### config.mk
export PLATFORM = sky130hd
export DESIGN_NAME = system_clock_select_divider
export DESIGN_NICKNAME = d
export VERILOG_FILES = /design/src/hw/clock_select_pkg.sv /design/src/hw/system_clock_select_divider.sv
export SDC_FILE = /design/constraint.sdc
export NUM_CORES = 1
export LEC_CHECK = 0
export BUFFER_PORTS_ARGS = -buffer_cell sky130_fd_sc_hd__buf_2
export CORE_ASPECT_RATIO = 0.8
export CORE_UTILIZATION = 45
export CTS_CLUSTER_SIZE = 30
export DETAILED_ROUTE_END_ITERATION = 10
export PLACE_DENSITY_LB_ADDON = 0.1
export SLEW_MARGIN = 20
export SYNTH_ARGS = -nofsm -noshare
export SYNTH_HDL_FRONTEND = slang
export SYNTH_SLANG_ARGS = --single-unit
### constraint.sdc
create_clock -name clk -period 4.5 [get_ports clk]
set_input_delay 0.45 -clock clk [delete_from_list [all_inputs] [get_ports clk]]
set_output_delay 0.45 -clock clk [all_outputs]
set_load 0.03 [all_outputs]
### src/hw/clock_select_pkg.sv
// Constants, types and helpers for the system clock select and divider.
// Assumes one 125 MHz clock and oscillators seen as one-cycle ticks.
package clock_select_pkg;

  // ****************************************
  // register map
  // ****************************************
  localparam logic [7:0] CLOCK_SELECT_ADDR     = 8'hA9;
  localparam logic [7:0] EXT_OSC_CONTROL_ADDR  = 8'hB1;
  localparam logic [7:0] CLOCK_SELECT_RESET    = 8'h34;
  localparam logic [7:0] EXT_OSC_CONTROL_RESET = 8'h00;
  localparam int         READY_BIT             = 7;
  localparam int         DIV_LSB               = 4;
  localparam int         SRC_LSB               = 0;
  localparam int         EXT_VALID_BIT         = 7;
  localparam int         EXT_MODE_LSB          = 4;
  localparam int         DRIVE_LSB             = 0;

  // ****************************************
  // codes
  // ****************************************
  localparam logic [2:0] SRC_CODE_PRECISION = 3'h0;
  localparam logic [2:0] SRC_CODE_EXTERNAL  = 3'h1;
  localparam logic [2:0] SRC_CODE_RTC       = 3'h3;
  localparam logic [2:0] MODE_CMOS          = 3'h2;
  localparam logic [2:0] MODE_CMOS_DIV2     = 3'h3;
  localparam logic [2:0] MODE_RC            = 3'h4;
  localparam logic [2:0] MODE_CAP           = 3'h5;
  localparam logic [2:0] MODE_XTAL_DIV2     = 3'h6;
  localparam logic [6:0] TICK_WRAP          = 7'h7F;
  localparam int         SWITCH_TICKS_MAX   = 128;

  typedef enum logic [1:0] {
    SRC_PRECISION, SRC_EXTERNAL, SRC_RTC, SRC_LOW_POWER
  } source_type;

  typedef enum logic {SW_IDLE, SW_WAIT} switch_state_type;

  typedef struct packed {
    source_type source;
    logic [2:0] divideCode;
    logic       dividerApplied;
  } sysclk_status_type;

  typedef struct packed {
    logic       enable;
    logic [2:0] modeCode;
    logic [2:0] driveLevel;
    logic       pinBDigital;
  } ext_osc_drive_type;

  // ****************************************
  // helpers
  // ****************************************
  function automatic source_type sourceOf(input logic [2:0] code,
                                          input source_type cur);
    source_type s;
    s = cur;
    if (code[2])
      s = SRC_LOW_POWER;
    else if (code == SRC_CODE_PRECISION)
      s = SRC_PRECISION;
    else if (code == SRC_CODE_EXTERNAL)
      s = SRC_EXTERNAL;
    else if (code == SRC_CODE_RTC)
      s = SRC_RTC;
    return s;
  endfunction

  function automatic logic [6:0] divMask(input logic [2:0] code);
    logic [7:0] m;
    m = (8'h01 << code) - 8'h01;
    return m[6:0];
  endfunction

  function automatic logic validCapable(input logic [2:0] mode);
    return mode == MODE_RC || mode == MODE_CAP || mode == MODE_XTAL_DIV2;
  endfunction

endpackage

### src/hw/system_clock_select_divider.sv
// System clock source select, power-of-two divider, external osc control.
// Assumes synchronous register port and one-cycle oscillator tick inputs.
//
// Operation
// software picks drive level code whose band covers the target frequency.
// RC start: pin analog, enable oscillator, poll valid, then switch source.
// capacitor mode starts with the same sequence as RC mode.
// valid flag always reads zero in either CMOS clock input mode.
// CMOS clock drives pin b as digital input; pin a unused.
// new divide setting takes effect within 128 undivided source cycles.
// divider applied flag reads 0 while pending, 1 once applied.
// divide field bits 6:4 divides source by two to the code.
// source field bits 2:0: 000, 001, 010 reserved, 011, 1xx.
// source change takes effect after a full period of slower oscillator.
// software sets divide by 1 before suspend or sleep.
// bit 3 of clock select reads 0; software writes 0.
// clock select register answers at 0xA9 on every page.
// software bypasses flash one-shot above 10 MHz.
// reset selects low power oscillator, divide by 8, flag 0.
// mode field decodes disabled, CMOS, CMOS/2, RC, capacitor, crystal/2.
// valid flag is 1 only when external oscillator runs and is stable.
// slower: divider, poll, source; faster: source, divider, poll.
//
// The implementer's own choice: the address-and-strobe port.
`timescale 1ns/1ps
`default_nettype none

module system_clock_select_divider (
  // clock and reset
  input  wire logic                                 clk,
  input  wire logic                                 rstn,
  // register port
  input  wire logic [7:0]                           addr,
  input  wire logic [7:0]                           wrData,
  input  wire logic                                 wrStrobe,
  input  wire logic                                 rdStrobe,
  output logic [7:0]                                rdData,
  // oscillator ticks, indexed by source
  input  wire logic [3:0]                           oscTick,
  input  wire logic                                 extOscStable,
  // system clock and oscillator control
  output logic                                      sysclkTick,
  output clock_select_pkg::sysclk_status_type       status,
  output clock_select_pkg::ext_osc_drive_type       extDrive
);

  // ****************************************
  // registers and bus
  // ****************************************
  logic [2:0]                       srcCode;
  logic [2:0]                       next_srcCode;
  logic [2:0]                       divideReq;
  logic [2:0]                       next_divideReq;
  logic [2:0]                       extMode;
  logic [2:0]                       next_extMode;
  logic [2:0]                       extLevel;
  logic [2:0]                       next_extLevel;
  logic [7:0]                       next_rdData;
  logic                             wrSel;
  logic                             wrExt;
  logic                             extValid;
  logic [2:0]                       divideCur;
  logic                             divPending;
  clock_select_pkg::source_type     activeSrc;

  assign wrSel = wrStrobe && addr == clock_select_pkg::CLOCK_SELECT_ADDR;
  assign wrExt = wrStrobe && addr == clock_select_pkg::EXT_OSC_CONTROL_ADDR;
  // CMOS modes never report valid
  assign extValid = extOscStable &&
                    clock_select_pkg::validCapable(extMode);

  always_comb begin
    next_srcCode   = srcCode;
    next_divideReq = divideReq;
    next_extMode   = extMode;
    next_extLevel  = extLevel;
    next_rdData    = 8'h00;
    // no page input: decode by address alone
    if (wrSel) begin
      next_srcCode   = wrData[clock_select_pkg::SRC_LSB +: 3];
      next_divideReq = wrData[clock_select_pkg::DIV_LSB +: 3];
    end
    if (wrExt) begin
      next_extMode  = wrData[clock_select_pkg::EXT_MODE_LSB +: 3];
      next_extLevel = wrData[clock_select_pkg::DRIVE_LSB +: 3];
    end
    if (rdStrobe && addr == clock_select_pkg::CLOCK_SELECT_ADDR) begin
      // bit 3 left zero
      next_rdData[clock_select_pkg::READY_BIT] = !divPending;
      next_rdData[clock_select_pkg::DIV_LSB +: 3] = divideReq;
      next_rdData[clock_select_pkg::SRC_LSB +: 3] = srcCode;
    end else if (rdStrobe &&
                 addr == clock_select_pkg::EXT_OSC_CONTROL_ADDR) begin
      next_rdData[clock_select_pkg::EXT_VALID_BIT]     = extValid;
      next_rdData[clock_select_pkg::EXT_MODE_LSB +: 3] = extMode;
      next_rdData[clock_select_pkg::DRIVE_LSB +: 3]    = extLevel;
    end
  end

  always_ff @(posedge clk or negedge rstn) begin
    if (!rstn) begin
      srcCode   <= clock_select_pkg::CLOCK_SELECT_RESET[2:0];
      divideReq <= clock_select_pkg::CLOCK_SELECT_RESET[6:4];
      extMode   <= clock_select_pkg::EXT_OSC_CONTROL_RESET[6:4];
      extLevel  <= clock_select_pkg::EXT_OSC_CONTROL_RESET[2:0];
      rdData    <= 8'h00;
    end else begin
      srcCode   <= next_srcCode;
      divideReq <= next_divideReq;
      extMode   <= next_extMode;
      extLevel  <= next_extLevel;
      rdData    <= next_rdData;
    end
  end

  // ****************************************
  // external oscillator drive
  // ****************************************
  logic                             extHalf;
  logic                             next_extHalf;
  logic                             extDiv2;
  logic [3:0]                       srcTick;
  logic                             undivTick;

  assign extDiv2 = extMode == clock_select_pkg::MODE_CMOS_DIV2 ||
                   extMode == clock_select_pkg::MODE_XTAL_DIV2;

  always_comb begin
    next_extHalf = extHalf;
    if (oscTick[clock_select_pkg::SRC_EXTERNAL])
      next_extHalf = !extHalf;
    // 00x and unlisted 111 keep the circuit off
    extDrive.enable = extMode[2] ? (extMode != 3'h7) : extMode[1];
    extDrive.modeCode    = extMode;
    extDrive.driveLevel  = extLevel;
    extDrive.pinBDigital = extMode == clock_select_pkg::MODE_CMOS ||
                           extMode == clock_select_pkg::MODE_CMOS_DIV2;
    srcTick = oscTick;
    srcTick[clock_select_pkg::SRC_EXTERNAL] =
      extDrive.enable && oscTick[clock_select_pkg::SRC_EXTERNAL] &&
      (!extDiv2 || extHalf);
  end

  always_ff @(posedge clk or negedge rstn) begin
    if (!rstn)
      extHalf <= 1'b0;
    else
      extHalf <= next_extHalf;
  end

  assign undivTick = srcTick[activeSrc];

  // ****************************************
  // source switch
  // ****************************************
  clock_select_pkg::switch_state_type swState;
  clock_select_pkg::switch_state_type next_swState;
  clock_select_pkg::source_type       targetSrc;
  clock_select_pkg::source_type       next_targetSrc;
  clock_select_pkg::source_type       next_activeSrc;
  logic                               seenOld;
  logic                               next_seenOld;
  logic                               seenNew;
  logic                               next_seenNew;
  logic                               switchDone;

  assign switchDone = swState == clock_select_pkg::SW_WAIT &&
                      (seenOld || srcTick[activeSrc]) &&
                      (seenNew || srcTick[targetSrc]);

  always_comb begin
    next_swState   = swState;
    next_targetSrc = targetSrc;
    next_activeSrc = activeSrc;
    next_seenOld   = seenOld || srcTick[activeSrc];
    next_seenNew   = seenNew || srcTick[targetSrc];
    unique case (swState)
      clock_select_pkg::SW_IDLE: begin
        next_seenOld = 1'b0;
        next_seenNew = 1'b0;
      end
      clock_select_pkg::SW_WAIT: begin
        // both clocks run a full period before the hand-over
        if (switchDone) begin
          next_activeSrc = targetSrc;
          next_swState   = clock_select_pkg::SW_IDLE;
        end
      end
    endcase
    if (wrSel) begin
      // reserved code keeps the current target
      next_targetSrc = clock_select_pkg::sourceOf(
                         wrData[clock_select_pkg::SRC_LSB +: 3],
                         next_targetSrc);
      next_seenOld = 1'b0;
      next_seenNew = 1'b0;
      next_swState = next_targetSrc == next_activeSrc ?
                     clock_select_pkg::SW_IDLE : clock_select_pkg::SW_WAIT;
    end
  end

  always_ff @(posedge clk or negedge rstn) begin
    if (!rstn) begin
      swState   <= clock_select_pkg::SW_IDLE;
      targetSrc <= clock_select_pkg::SRC_LOW_POWER;
      activeSrc <= clock_select_pkg::SRC_LOW_POWER;
      seenOld   <= 1'b0;
      seenNew   <= 1'b0;
    end else begin
      swState   <= next_swState;
      targetSrc <= next_targetSrc;
      activeSrc <= next_activeSrc;
      seenOld   <= next_seenOld;
      seenNew   <= next_seenNew;
    end
  end

  // ****************************************
  // divider
  // ****************************************
  logic [6:0]                       tickCnt;
  logic [6:0]                       next_tickCnt;
  logic [2:0]                       next_divideCur;
  logic                             next_divPending;
  logic                             next_sysclkTick;
  logic                             divEdge;

  assign divEdge = (tickCnt & clock_select_pkg::divMask(divideCur)) ==
                   clock_select_pkg::divMask(divideCur);

  always_comb begin
    next_tickCnt    = undivTick ? tickCnt + 7'h01 : tickCnt;
    next_divideCur  = divideCur;
    next_divPending = divPending;
    next_sysclkTick = undivTick && divEdge;
    // apply only at the 128-tick boundary
    if (divPending && undivTick &&
        tickCnt == clock_select_pkg::TICK_WRAP) begin
      next_divideCur  = divideReq;
      next_divPending = 1'b0;
    end
    if (wrSel)
      next_divPending = 1'b1;
  end

  always_ff @(posedge clk or negedge rstn) begin
    if (!rstn) begin
      tickCnt    <= 7'h00;
      divideCur  <= clock_select_pkg::CLOCK_SELECT_RESET[6:4];
      divPending <= 1'b1;
      sysclkTick <= 1'b0;
    end else begin
      tickCnt    <= next_tickCnt;
      divideCur  <= next_divideCur;
      divPending <= next_divPending;
      sysclkTick <= next_sysclkTick;
    end
  end

  assign status.source         = activeSrc;
  assign status.divideCode     = divideCur;
  assign status.dividerApplied = !divPending;

  // ****************************************
  // assertions
  // ****************************************
  logic [7:0] pendTicks;

  always_ff @(posedge clk or negedge rstn) begin
    if (!rstn)
      pendTicks <= 8'h00;
    else if (!divPending || wrSel)
      pendTicks <= 8'h00;
    else if (undivTick)
      pendTicks <= pendTicks + 8'h01;
  end
endmodule

`default_nettype wire

==> impl_metrics.toml <==
[sta]
min_period_ps = 2320
fin_skew_ps = 9.80
rsz0062_at_grt = "no"
hold_slack_ps = 249
tns_ps = 0
fmax_ghz = 0.431
tightestPinTransition_ps = 823
fin_crit_sh = 0.516
setup_viol = 0
hold_viol = 0
slew_headroom = 0.452
drv_slew = 0

[power_and_ir_drop]
p_int_mw = 0.700
pwr-share-comb = 0.170
switching_share = 0.271
cellPowerDensity_nw_per_um2 = 430
pwr-share-clk = 0.354
leakagePower_nw = 1.09
ir_drop_mv = 0.223
seqPwrFrac = 0.476
p_sw_mw = 0.261

[drt]
drc = 0
ant_nets = 0
via_per_inst = 5.18
wl_per_cell_um = 13.8
wl_um = 3610
drt_pass1_iterations = 4
drt_iter0_drc = 70
vias = 1358

[synth]
ys_types = 41
synth_nets = 185
synthArstFlopShare = 1.00
synth_edf_count = 0
ys.flop_type = "dfrtp_1"
ys_ff_latch = 39
yosysWarnings = 0
avgSynthCellArea_um2 = 11.5
synthCells = 159
synth_area_um2 = 1830
ys_seq_area_frac = 0.540

[floorplan]
die_area_um2 = 4330
ioPinCount = 48
core.rowCount = 20
core_area_um2 = 3850
initial_core_util = 0.475
die_h_um = 59.0
die_w_um = 73.3

[grt]
overflow = 0
grtUsageMet1 = 0.233
grt_first_pass_wirelength_um = 6080
antenna_found_initial = 0
grt_pass1_vias = 1375
met2_usage = 0.315
grtUsageMet3 = 0.0510
grt.total_usage = 0.189
grt_max_degree = 40
top_usage_layer = "met2"

[cts]
clk_pin_slew_ps = 80
cts_tree = "done"
cts_root_buf = "clkbuf_8"
cts_resized = 0
cts_setup_buffers = 0
cts.path.max_buffers = 2
ctsHoldBuffers = 0
cts.sink_count = 39
ctsHtreeMaxLevel = 2
clk_latency_ps = 290
cts_buffers = 5

[critical_path]
required_ps = 4670
crit_fanout = 7
ff2ff_path_depth = 7
worstSetupPathType = "reg -> reg"
end_kind = "flop"
arrival_ps = 2500
cp-start-kind = "flop"

[placed_design]
gp_congestion = 0.794
portBuffers = 44
dp_hpwl_um = 2600

[layout]
antenna_cells = 0
layout_commonest_cell = "buf_2"
syn2layout_area_growth_pct = 22.0
finalNetCount = 232
nFillCells = 379
final_cell_mix = "buf_2, dfrtp_1, nor2_1, mux2_2, nand2_1"
drive_gt1_frac = 0.401

[hold_path]
hold_path.class = "in -> async"

[run]
cap_violations = 0

[outcome]
outcome = "finished clean"
-- state kept, by name, indices dropped and copies added, names as in the netlist, 2 cells and up --
register,cells
rdData,7
tickCnt,7
divideCur,3
divideReq,3
extLevel,3
extMode,3
srcCode,3
activeSrc,2
targetSrc,2
-- critical path, stage by stage, from the launching register on --
cell and delay, ps:
dfrtp_1 460, nor2b_1 140, o21ai_1 90, nor2_2 150, mux4_2 390, nand2_4 90
or4_4 560, mux2_4 310
-- final timing paths --
path	end	start	slack, ps
min reg2reg	extHalf$_DFFE_PN0P_	extHalf$_DFFE_PN0P_	480
max reg2reg	divideCur[2]$_DFFE_PN0P_	extMode[0]$_DFFE_PN0P_	2180
min	sysclkTick$_DFF_PN0_	rstn	250
max in group asynchronous	rdData[2]$_DFF_PN0_	rstn	3720
min in group clk	extHalf$_DFFE_PN0P_	oscTick[1]	370
max	divideCur[2]$_DFFE_PN0P_	extMode[0]$_DFFE_PN0P_	2180
-- Yosys cell counts (4+ instances only) --
| master | instances | area share |
|---|---|---|
| o21ai_0 | 6 | 0.016 |
| nor2b_1 | 6 | 0.021 |
| a21oi_1 | 4 | 0.011 |
| dfstp_2 | 10 | 0.14 |
| inv_1 | 5 | 0.010 |
| a22oi_1 | 7 | 0.029 |
| mux2_2 | 13 | 0.080 |
| xor2_1 | 4 | 0.019 |
| nor2_1 | 15 | 0.031 |
| nand3_1 | 5 | 0.014 |
| dfrtp_1 | 29 | 0.40 |
| nand2_1 | 11 | 0.023 |
-- power groups by stage --
stage | combinational (mW) | sequential (mW) | clock (mW)
after floorplan | 0.113 | 0.460 | 0
after CTS | 0.165 | 0.457 | 0.347
after global placement | 0.159 | 0.461 | 0
after detailed placement | 0.164 | 0.464 | 0
after global routing | 0.184 | 0.465 | 0.360
final | 0.163 | 0.457 | 0.340
-- area by class of cell --
cell class | count | area, µm² | area share
Inverter | 5 | 18.8 | 0.00840
Clock inverter | 2 | 60.1 | 0.0269
Multi-Input combinational cell | 111 | 805 | 0.360
Timing Repair Buffer | 44 | 220 | 0.0986
Tap cell | 55 | 68.8 | 0.0308
Clock buffer | 6 | 72.6 | 0.0325
Sequential cell | 39 | 988 | 0.443
-- logic make-up (layout without fill, tap and decap cells) --
family,after synthesis,in the layout,synth area share
adders and majority gates,1,1,0.00683
other,1,1,0.00205
and+or+nand+nor,54,54,0.158
AOI/OAI and AO/OA,28,28,0.106
DFF,39,39,0.540
buffers and inverters,9,57,0.0205
xor gates and xnor gates,7,7,0.0335
muxes,20,20,0.133
-- metal layers --
layer | share of wire | up-vias | wire [µm]
met4 | 0.012 | 0 | 42
met1 | 0.44 | 667 | 1590
met3 | 0.038 | 5 | 138
li1 | - | 659 | -
met2 | 0.51 | 27 | 1840
met5 | 0 | - | 0
-- through the flow --
stage | area [µm²] | cells | power, mW | utilization | setup slack (ps)
3_3_place_gp | 2100 | 254 | 0.620 | 0.545 | 2220
5_1_grt | 2230 | 262 | 1.01 | 0.580 | 2060
4_1_cts | 2230 | 262 | 0.970 | 0.580 | 2170
6_report | 2230 | 262 | 0.961 | 0.580 | 2180
2_1_floorplan | 1830 | 159 | 0.573 | - | 2270
3_5_place_dp | 2100 | 254 | 0.628 | 0.545 | 2200
(Power assumes the default switching activity.)
